File: src/pkg/instr_decoder_consts.vh
// Constants for the instruction word decoder.
//
// Behaviour
// - Every single-word instruction is 24 bits, with an 8-bit opcode on top and operand fields below it.
// - Each opcode falls into one of four categories (word/byte, bit, literal, control) that decide how the operands are split.
// - Working-register word/byte instructions yield a plain first source, a second source with mode and a result with mode.
// - File-register word/byte instructions yield a file address and a result that goes back to the file or to working register zero.
// - Bit instructions yield a working or file register target and a bit position from a literal or from a working register.
// - Literal moves load a literal into a working or file register; literal arithmetic uses the first source, with a result register only when it differs.
// - Exactly three opcodes take two words, and the upper 8 bits of the second word are zero.
// - A second word fetched on its own executes as a no-operation.
// - Other single-word instructions take one cycle, or two when a condition is true or the program counter changes, the extra cycle being a no-operation.
// - Jumps, computed jumps, indirect calls and jumps, table reads and writes and returns take two or three cycles.
// - A performed skip takes two cycles over a single-word instruction and three over a double-word one.
// - Every double-word instruction executes in two cycles.
// - Control instructions yield a program address where one applies, and table accesses yield an access mode.
`ifndef INSTR_DECODER_CONSTS_VH
`define INSTR_DECODER_CONSTS_VH

// ---------------------------------------------
// Word layout
// ---------------------------------------------
`define WORD_W 24
`define OPC_HI 23
`define OPC_LO 16
`define OPC_ZERO 8'h00

// Category is taken from the top three opcode bits.
`define CAT_HI 23
`define CAT_LO 21
`define CAT_CTRL 3'h0
`define CAT_DEFAULT_WORKING_REGISTER_A 3'h1
`define CAT_DEFAULT_WORKING_REGISTER_B 3'h2
`define CAT_FILE 3'h3
`define CAT_BIT_A 3'h4
`define CAT_BIT_B 3'h5

// One-hot category outputs.
`define CATOH_WORD 4'h1
`define CATOH_BIT 4'h2
`define CATOH_LIT 4'h4
`define CATOH_CTRL 4'h8

// ---------------------------------------------
// Opcodes
// ---------------------------------------------
`define OP_NOP 8'h00
`define OP_JUMP 8'h02
`define OP_COMPUTED_JUMP 8'h03
`define OP_INDIRECT_CALL 8'h04
`define OP_INDIRECT_JUMP 8'h05
`define OP_TABLE_READ 8'h06
`define OP_TABLE_WRITE 8'h07
`define OP_RETURN 8'h08
`define OP_INTERRUPT_RETURN 8'h09
`define OP_COND_BRANCH 8'h0A
`define OP_LONG_CALL 8'h0B
`define OP_LONG_JUMP 8'h0C
`define OP_DOUBLE_MOVE 8'h3F
`define OP_BIT_SKIP 8'h9F
`define OP_LIT_TO_DEFAULT_WORKING_REGISTER 8'hC0
`define OP_LIT_TO_FILE 8'hC1

// ---------------------------------------------
// Operand field positions
// ---------------------------------------------
`define F_FIRST_HI 15
`define F_FIRST_LO 12
`define F_RMODE_HI 11
`define F_RMODE_LO 10
`define F_RREG_HI 9
`define F_RREG_LO 6
`define F_SMODE_HI 5
`define F_SMODE_LO 4
`define F_SREG_HI 3
`define F_SREG_LO 0
`define F_FILE_DEST 15
`define F_FILE_HI 12
`define F_FILE_LO 0
`define F_BIT_BY_REG 11
`define F_BIT_TO_FILE 10
`define F_BIT_FILE_HI 9
`define F_TMODE_HI 13
`define F_TMODE_LO 12
`define F_LIT_SEP_DEST 11
`define F_LIT5_HI 10
`define F_LIT5_LO 6
`define F_ADDR_HI_W 7
`define DEFAULT_WORKING_REGISTER_ZERO 4'h0

// ---------------------------------------------
// Cycle counts
// ---------------------------------------------
`define CYC_ONE 2'h1
`define CYC_TWO 2'h2
`define CYC_THREE 2'h3

`endif

File: src/hw/instr_fields.v
// Operand field splitter for one instruction word.
`timescale 1ns/10ps
`include "instr_decoder_consts.vh"

module instr_fields (
  input wire [23:0] i_word,
  output reg [3:0] o_category,
  output reg [3:0] o_first_source_reg,
  output reg [3:0] o_second_source_reg,
  output reg [1:0] o_second_mode,
  output reg [3:0] o_result_reg,
  output reg [1:0] o_result_mode,
  output reg [12:0] o_file_addr,
  output reg o_to_file,
  output reg [3:0] o_bit_pos,
  output reg o_bit_by_reg,
  output reg [15:0] o_literal,
  output reg [1:0] o_table_mode
);
  wire [7:0] opc = i_word[`OPC_HI:`OPC_LO];
  wire [2:0] cat = i_word[`CAT_HI:`CAT_LO];

  always @* begin
    o_category = `CATOH_LIT;
    o_first_source_reg = i_word[`F_FIRST_HI:`F_FIRST_LO];
    o_second_source_reg = i_word[`F_SREG_HI:`F_SREG_LO];
    o_second_mode = i_word[`F_SMODE_HI:`F_SMODE_LO];
    o_result_reg = i_word[`F_RREG_HI:`F_RREG_LO];
    o_result_mode = i_word[`F_RMODE_HI:`F_RMODE_LO];
    o_file_addr = 13'h0000;
    o_to_file = 1'b0;
    o_bit_pos = 4'h0;
    o_bit_by_reg = 1'b0;
    o_literal = i_word[15:0];
    o_table_mode = 2'h0;
    if (cat == `CAT_CTRL) begin
      o_category = `CATOH_CTRL;
      o_table_mode = i_word[`F_TMODE_HI:`F_TMODE_LO];
    end else if (cat == `CAT_DEFAULT_WORKING_REGISTER_A || cat == `CAT_DEFAULT_WORKING_REGISTER_B) begin
      o_category = `CATOH_WORD;
    end else if (cat == `CAT_FILE) begin
      o_category = `CATOH_WORD;
      o_to_file = i_word[`F_FILE_DEST];
      o_file_addr = i_word[`F_FILE_HI:`F_FILE_LO];
      o_result_reg = `DEFAULT_WORKING_REGISTER_ZERO;
      o_result_mode = 2'h0;
    end else if (cat == `CAT_BIT_A || cat == `CAT_BIT_B) begin
      o_category = `CATOH_BIT;
      o_bit_by_reg = i_word[`F_BIT_BY_REG];
      o_bit_pos = i_word[`F_FIRST_HI:`F_FIRST_LO];
      o_to_file = i_word[`F_BIT_TO_FILE];
      o_file_addr = {3'h0, i_word[`F_BIT_FILE_HI:0]};
    end else if (opc == `OP_LIT_TO_DEFAULT_WORKING_REGISTER) begin
      o_literal = {4'h0, i_word[15:4]};
      o_result_reg = i_word[`F_SREG_HI:`F_SREG_LO];
      o_result_mode = 2'h0;
    end else if (opc == `OP_LIT_TO_FILE) begin
      o_literal = {8'h00, i_word[15:8]};
      o_file_addr = {5'h00, i_word[7:0]};
      o_to_file = 1'b1;
    end else begin
      o_literal = {11'h000, i_word[`F_LIT5_HI:`F_LIT5_LO]};
      if (i_word[`F_LIT_SEP_DEST]) begin
        o_result_reg = i_word[`F_SREG_HI:`F_SREG_LO];
        o_result_mode = i_word[`F_SMODE_HI:`F_SMODE_LO];
      end else begin
        o_result_reg = i_word[`F_FIRST_HI:`F_FIRST_LO];
        o_result_mode = 2'h0;
      end
    end
  end
endmodule

File: src/hw/instr_decoder.v
// Instruction decoder with double-word assembly and cycle accounting.
`timescale 1ns/10ps
`include "instr_decoder_consts.vh"

module instr_decoder (
  input wire i_clk,
  input wire i_rst,
  input wire i_word_valid,
  input wire [23:0] i_word,
  input wire i_cond_true,
  output wire o_word_ready,
  output reg o_issue,
  output reg o_nop,
  output reg o_second,
  output reg o_second_ok,
  output reg o_double,
  output reg o_pc_change,
  output reg [1:0] o_cycles,
  output reg [7:0] o_opcode,
  output reg [3:0] o_category,
  output reg [3:0] o_first_source_reg,
  output reg [3:0] o_second_source_reg,
  output reg [1:0] o_second_mode,
  output reg [3:0] o_result_reg,
  output reg [1:0] o_result_mode,
  output reg [12:0] o_file_addr,
  output reg o_to_file,
  output reg [3:0] o_bit_pos,
  output reg o_bit_by_reg,
  output reg [15:0] o_literal,
  output reg [1:0] o_table_mode,
  output reg [22:0] o_prog_addr
);

  // ---------------------------------------------
  // States
  // ---------------------------------------------
  localparam [4:0] ST_RUN = 5'h01;
  localparam [4:0] ST_WORD2 = 5'h02;
  localparam [4:0] ST_STALL = 5'h04;
  localparam [4:0] ST_SKIP1 = 5'h08;
  localparam [4:0] ST_SKIP2 = 5'h10;

  reg [4:0] state_reg;
  reg [4:0] state_next;
  reg [1:0] stall_reg;
  reg [1:0] stall_next;

  wire [7:0] opc = i_word[`OPC_HI:`OPC_LO];
  wire take = i_word_valid && o_word_ready;

  wire [3:0] f_category;
  wire [3:0] f_first;
  wire [3:0] f_second;
  wire [1:0] f_smode;
  wire [3:0] f_result;
  wire [1:0] f_rmode;
  wire [12:0] f_file;
  wire f_to_file;
  wire [3:0] f_bit;
  wire f_bit_by_reg;
  wire [15:0] f_literal;
  wire [1:0] f_tmode;

  instr_fields u_fields (
    .i_word(i_word),
    .o_category(f_category),
    .o_first_source_reg(f_first),
    .o_second_source_reg(f_second),
    .o_second_mode(f_smode),
    .o_result_reg(f_result),
    .o_result_mode(f_rmode),
    .o_file_addr(f_file),
    .o_to_file(f_to_file),
    .o_bit_pos(f_bit),
    .o_bit_by_reg(f_bit_by_reg),
    .o_literal(f_literal),
    .o_table_mode(f_tmode)
  );

  // ---------------------------------------------
  // Word classification
  // ---------------------------------------------
  wire is_double = (opc == `OP_LONG_CALL) || (opc == `OP_LONG_JUMP) ||
                   (opc == `OP_DOUBLE_MOVE);
  wire is_skip = (opc == `OP_BIT_SKIP);

  // ---------------------------------------------
  // Cycle table
  // ---------------------------------------------
  // Total cycles of a single-word instruction, given its condition.
  // Double-word and skipped-word timing is handled by the sequencer instead.
  reg [1:0] cyc_single;
  reg pc_changes;

  always @* begin
    cyc_single = `CYC_ONE;
    pc_changes = 1'b0;
    case (opc)
      `OP_JUMP: begin
        cyc_single = `CYC_TWO;
        pc_changes = 1'b1;
      end
      `OP_COMPUTED_JUMP: begin
        cyc_single = `CYC_TWO;
        pc_changes = 1'b1;
      end
      `OP_INDIRECT_CALL: begin
        cyc_single = `CYC_TWO;
        pc_changes = 1'b1;
      end
      `OP_INDIRECT_JUMP: begin
        cyc_single = `CYC_TWO;
        pc_changes = 1'b1;
      end
      `OP_TABLE_READ: begin
        cyc_single = `CYC_TWO;
      end
      `OP_TABLE_WRITE: begin
        cyc_single = `CYC_TWO;
      end
      `OP_RETURN: begin
        cyc_single = `CYC_THREE;
        pc_changes = 1'b1;
      end
      `OP_INTERRUPT_RETURN: begin
        cyc_single = `CYC_THREE;
        pc_changes = 1'b1;
      end
      `OP_COND_BRANCH: begin
        if (i_cond_true) begin
          cyc_single = `CYC_TWO;
          pc_changes = 1'b1;
        end
      end
      `OP_BIT_SKIP: begin
        if (i_cond_true) begin
          cyc_single = `CYC_TWO;
        end
      end
      default: begin
        cyc_single = `CYC_ONE;
      end
    endcase
  end

  // A stall cycle holds the fetch; the skip states still take words.
  assign o_word_ready = (state_reg != ST_STALL);

  // ---------------------------------------------
  // Sequencer
  // ---------------------------------------------
  always @* begin
    state_next = state_reg;
    stall_next = stall_reg;
    case (state_reg)
      ST_RUN: begin
        if (take) begin
          if (is_double) begin
            state_next = ST_WORD2;
          end else if (is_skip && i_cond_true) begin
            state_next = ST_SKIP1;
          end else if (cyc_single != `CYC_ONE) begin
            state_next = ST_STALL;
            stall_next = cyc_single - `CYC_ONE;
          end
        end
      end
      ST_WORD2: begin
        if (take) begin
          state_next = ST_RUN;
        end
      end
      ST_STALL: begin
        stall_next = stall_reg - `CYC_ONE;
        if (stall_reg == `CYC_ONE) begin
          state_next = ST_RUN;
        end
      end
      ST_SKIP1: begin
        if (take) begin
          if (is_double) begin
            state_next = ST_SKIP2;
          end else begin
            state_next = ST_RUN;
          end
        end
      end
      ST_SKIP2: begin
        if (take) begin
          state_next = ST_RUN;
        end
      end
      default: begin
        state_next = ST_RUN;
        stall_next = 2'h0;
      end
    endcase
  end

  always @(posedge i_clk) begin
    if (i_rst) begin
      state_reg <= ST_RUN;
      stall_reg <= 2'h0;
    end else begin
      state_reg <= state_next;
      stall_reg <= stall_next;
    end
  end

  // ---------------------------------------------
  // Event outputs
  // ---------------------------------------------
  wire run_take = take && (state_reg == ST_RUN);
  wire skip_take = take && (state_reg == ST_SKIP1 || state_reg == ST_SKIP2);

  reg issue_next;
  reg nop_next;
  reg second_next;
  reg second_ok_next;

  // A lone zero-topped word decodes as the no-operation opcode.
  always @* begin
    issue_next = run_take;
    nop_next = (state_reg == ST_STALL) || skip_take ||
               (run_take && opc == `OP_NOP);
    second_next = take && (state_reg == ST_WORD2);
    second_ok_next = o_second_ok;
    if (second_next) begin
      second_ok_next = (opc == `OPC_ZERO);
    end
  end

  always @(posedge i_clk) begin
    if (i_rst) begin
      o_issue <= 1'b0;
      o_nop <= 1'b0;
      o_second <= 1'b0;
      o_second_ok <= 1'b0;
    end else begin
      o_issue <= issue_next;
      o_nop <= nop_next;
      o_second <= second_next;
      o_second_ok <= second_ok_next;
    end
  end

  // ---------------------------------------------
  // Decoded instruction fields
  // ---------------------------------------------
  always @(posedge i_clk) begin
    if (i_rst) begin
      o_double <= 1'b0;
      o_pc_change <= 1'b0;
      o_cycles <= `CYC_ONE;
      o_opcode <= `OP_NOP;
      o_prog_addr <= 23'h000000;
    end else if (run_take) begin
      o_double <= is_double;
      o_pc_change <= pc_changes ||
                     (is_double && opc != `OP_DOUBLE_MOVE);
      o_cycles <= is_double ? `CYC_TWO : cyc_single;
      o_opcode <= opc;
      o_prog_addr <= {7'h00, i_word[15:0]};
    end else if (take && state_reg == ST_WORD2) begin
      // The second word carries the upper address bits.
      o_prog_addr <= {i_word[`F_ADDR_HI_W-1:0], o_prog_addr[15:0]};
    end else if (take && state_reg == ST_SKIP1 && is_double) begin
      // The skipped instruction's own second word costs one more cycle.
      o_cycles <= `CYC_THREE;
    end
  end

  // ---------------------------------------------
  // Operand fields
  // ---------------------------------------------
  // They load only with a new first word, so they stand through stalls, skips and second words.
  always @(posedge i_clk) begin
    if (i_rst) begin
      o_category <= `CATOH_CTRL;
      o_first_source_reg <= 4'h0;
      o_second_source_reg <= 4'h0;
      o_second_mode <= 2'h0;
      o_result_reg <= 4'h0;
      o_result_mode <= 2'h0;
      o_file_addr <= 13'h0000;
      o_to_file <= 1'b0;
      o_bit_pos <= 4'h0;
      o_bit_by_reg <= 1'b0;
      o_literal <= 16'h0000;
      o_table_mode <= 2'h0;
    end else if (run_take) begin
      o_category <= f_category;
      o_first_source_reg <= f_first;
      o_second_source_reg <= f_second;
      o_second_mode <= f_smode;
      o_result_reg <= f_result;
      o_result_mode <= f_rmode;
      o_file_addr <= f_file;
      o_to_file <= f_to_file;
      o_bit_pos <= f_bit;
      o_bit_by_reg <= f_bit_by_reg;
      o_literal <= f_literal;
      o_table_mode <= f_tmode;
    end
  end

endmodule

File: config.mk
export PLATFORM = sky130hd
export DESIGN_NAME = instr_decoder
export DESIGN_NICKNAME = d
export VERILOG_FILES = /design/src/hw/instr_fields.v /design/src/hw/instr_decoder.v
export VERILOG_INCLUDE_DIRS = /design/src /design/src/pkg
export SDC_FILE = /design/constraint.sdc
export NUM_CORES = 1
export LEC_CHECK = 0
export ABC_CLOCK_PERIOD_IN_PS = 2400
export BUFFER_PORTS_ARGS = -buffer_cell sky130_fd_sc_hd__buf_2
export CELL_PAD_IN_SITES_DETAIL_PLACEMENT = 1
export CELL_PAD_IN_SITES_GLOBAL_PLACEMENT = 2
export CORE_MARGIN = 2
export CORE_UTILIZATION = 26
export CTS_CLUSTER_SIZE = 24
export DETAILED_ROUTE_END_ITERATION = 16
export PLACE_DENSITY = 0.78
export SLEW_MARGIN = 20
export SYNTH_ARGS = -nofsm -noshare
export SYNTH_HDL_FRONTEND = slang
export SYNTH_SLANG_ARGS = --single-unit
File: constraint.sdc
create_clock -name i_clk -period 2.4 [get_ports i_clk]
set_input_delay 0.6 -clock i_clk [delete_from_list [all_inputs] [get_ports i_clk]]
set_output_delay 0.6 -clock i_clk [all_outputs]
set_load 0.005 [all_outputs]
==> flow_metrics.env <==
export IMPL_p_total_w=0.00378
export IMPL_crit_type="in2reg"
export IMPL_cts_tree="built"
export IMPL_ys_flop_type="dfxtp_1"
export IMPL_ys_seq_elements=93
export IMPL_cp_end_kind="register"
export IMPL_antenna_found_initial=0
export IMPL_top_regs="o_prog_addr x23, o_literal x16, o_file_addr x13"
export IMPL_drt_iter0_drc=281
export IMPL_mappedNetlistNets=563
export IMPL_netlist_area_um2=4230
export IMPL_p_leak_nw=2.41
export IMPL_drc_errors=0
export IMPL_cp_start_kind="input pin"
export IMPL_fin_crit_sh_pct=95.4
export IMPL_num_antenna_cells=0
export IMPL_wire_per_inst_um=17.8
export IMPL_cts_setup_buffers=0
export IMPL_largest_reg_flops=23
export IMPL_numCtsBuffers=9
export IMPL_synthCells=533
export IMPL_insertion_delay_ns=0.35
export IMPL_r2r_end="state_reg[3]"
export IMPL_multi_input_comb_area_um2=2100
export IMPL_finalSetupTns_ns=0
export IMPL_gp_routability_congestion=0.869
export IMPL_worstHoldStart="o_table_mode[1]"
export IMPL_hold_path_end="o_table_mode[1]"
export IMPL_post_place_ws_ns=-0.268
export IMPL_clk_pin_slew_ns=0.06
export IMPL_die_w_um=132
export IMPL_grt_pass1_wl_mm=24.2
export IMPL_die_h_um=132
export IMPL_boundaryPins=125
export IMPL_worst_pin_slew_ns=0.685
export IMPL_synth_most_common_cell="nand2_1"
export IMPL_outcome="finished clean"
export IMPL_grt_usage_pct=17.7
export IMPL_maxSlewHeadroom_pct=54.3
export IMPL_start_util_pct=26.6
export IMPL_rows=46
export IMPL_netlist_top_cell_by_area="dfxtp_1"
export IMPL_hpwl_mm=10.9
export IMPL_h_tree_depth=3
export IMPL_slew_violations=0
export IMPL_via_per_inst=4.92
export IMPL_internal_power_w=0.00271
export IMPL_grt_pass1_vias=4302
export IMPL_synth_area_per_cell_um2=7.93
export IMPL_fin_area_um2=5460
export IMPL_ff2ff_path_depth=6
export IMPL_comb_power_share_pct=17.9
export IMPL_fin_util_pct=34.4
export IMPL_cts_root_buf="clkbuf_16"
export IMPL_grt_overflow_total=0
export IMPL_clock_path_buffers=2
export IMPL_drive_gt1_share_pct=29.7
export IMPL_peakVddDrop_uv=412
export IMPL_hold_depth=2
export IMPL_register_area_um2=1860
export IMPL_dieArea_um2=17300
export IMPL_largest_register="o_prog_addr"
export IMPL_async_flop_share_pct=0
export IMPL_area_growth_pct=29.1
export IMPL_min_period_ns=2.29
export IMPL_drv_cap=0
export IMPL_core_um2=15900
export IMPL_io_buffers=124
export IMPL_switching_power_w=0.00107
export IMPL_fin_skew_ns=0.00645
export IMPL_vias=4258
export IMPL_synth_seq_area_share_pct=44.0
export IMPL_placed_area_um2=5170
export IMPL_num_nets_final=675
export IMPL_rr_startpoint="state_reg[0]"
export IMPL_synth_area_leaders="dfxtp_1, nand2_1, a21oi_1, nor2_1, clkbuf_1"
export IMPL_cts_resized=0
export IMPL_cellPowerDensity_nw_per_um2=693
export IMPL_wl_mm=15.4
export IMPL_hp_class="reg2reg"
export IMPL_postCtsHoldBufs=0
export IMPL_finalSetupViolCount=0
export IMPL_rsz0062_at_grt="no"
export IMPL_ys_warnings_count=0
export IMPL_ant_nets=0
export IMPL_arrival_ns=2.57
export IMPL_power_frac_seq_pct=45.1
export IMPL_layout_setup_ws_ns=0.111
export IMPL_netlist_area_leader_share_pct=44.0
export IMPL_synth_edf_count=0
export IMPL_clock_power_share_pct=37.0
export IMPL_grt_max_degree=74
export IMPL_numClockSinks=93
export IMPL_fillers=1967
export IMPL_hold_viol=0
export IMPL_drtPass1Iterations=5
export IMPL_ys_types=57
export IMPL_timing_fmax_mhz=437
export IMPL_rrSetupSlack_ns=0.24
export IMPL_synth_common_cells="nand2_1, dfxtp_1, a21oi_1"
export IMPL_p_sw_share_pct=28.4
export IMPL_cp_max_fo=4
export IMPL_cp_data_required_time_ns=2.68
==> area by class of cell <==
type,instances,area share (%)
Multi-Input combinational cell,376,38.5
Tap cell,216,4.95
Inverter,6,0.413
Clock buffer,11,4.26
Timing Repair Buffer,159,16.9
Sequential cell,93,34.1
Clock inverter,4,0.917
==> cells in the final DEF, fill, tap and decap left out, drive strengths merged, types with 2 or more instances in the layout <==
cell type    n
inv          6
a311oi       8
nor3b        3
nor2        45
nand2      100
o21ai       17
mux2i       13
a221oi       4
or3          7
o311a        2
xor2         2
and3         3
nand2b       2
nor4         3
nand4        4
a222oi       2
a211oi       4
a21boi       2
nor2b        4
o211ai      11
a31oi        5
nand3       23
nor3        18
clkinvlp     2
a21oi       60
ha           2
buf        159
dfxtp       93
clkbuf      11
and2         3
a21o         2
a22oi        9
o22ai        3
==> power by group through the flow <==
stage	Clock (W)	Sequential, W	Combinational [W]
2_1_floorplan	0	0.00174	0.000371
6_report	0.00140	0.00171	0.000677
4_1_cts	0.00145	0.00171	0.000688
5_1_grt	0.00152	0.00172	0.000754
3_5_place_dp	0	0.00174	0.000684
3_3_place_gp	0	0.00174	0.000666
==> how the worst max path moves through the flow <==
stage,cells past startpoint,slack (ns),startpoint,to
global route,9,0.03,i_word[22],stall_reg[1]
global placement,9,-0.21,i_word[22],stall_reg[1]
floorplan,8,-0.003,i_word[22],stall_reg[1]
detailed placement,9,-0.27,i_word[22],stall_reg[1]
CTS,9,0.09,i_word[22],stall_reg[1]
finish,9,0.11,i_word[22],stall_reg[1]
==> stage by stage <==
stage	hold slack, ns	std cells
detailed placement	0.444	850
floorplan	0.448	533
global route	0.475	865
finish	0.454	865
CTS	0.454	865
global placement	0.438	850
==> worst max-delay path: stages <==
cell	delay [ns]
buf_2	0.10
or4_4	0.57
nor2_1	0.17
a21boi_2	0.08
ha_2	0.21
and3b_1	0.22
a31oi_2	0.12
or3_1	0.36
a21oi_1	0.13
==> metal layers <==
| layer | GRT usage, % | share of wire, % |
|---|---|---|
| met1 | 22.5 | 46 |
| met2 | 29.4 | 48 |
| met3 | 5.36 | 5.6 |
| met4 | 4.11 | 0.94 |
| met5 | 0 | 0 |
==> cell families after synthesis <==
logic type | Yosys count | synth area share [%]
flops | 93 | 44.0
xor+xnor | 2 | 0.415
simple gates | 220 | 24.0
mux | 14 | 3.35
compound gates | 138 | 20.8
fa+ha+maj | 2 | 0.592
buf+inv | 64 | 6.78
Note: power is estimated with default switching activity, not from simulation.
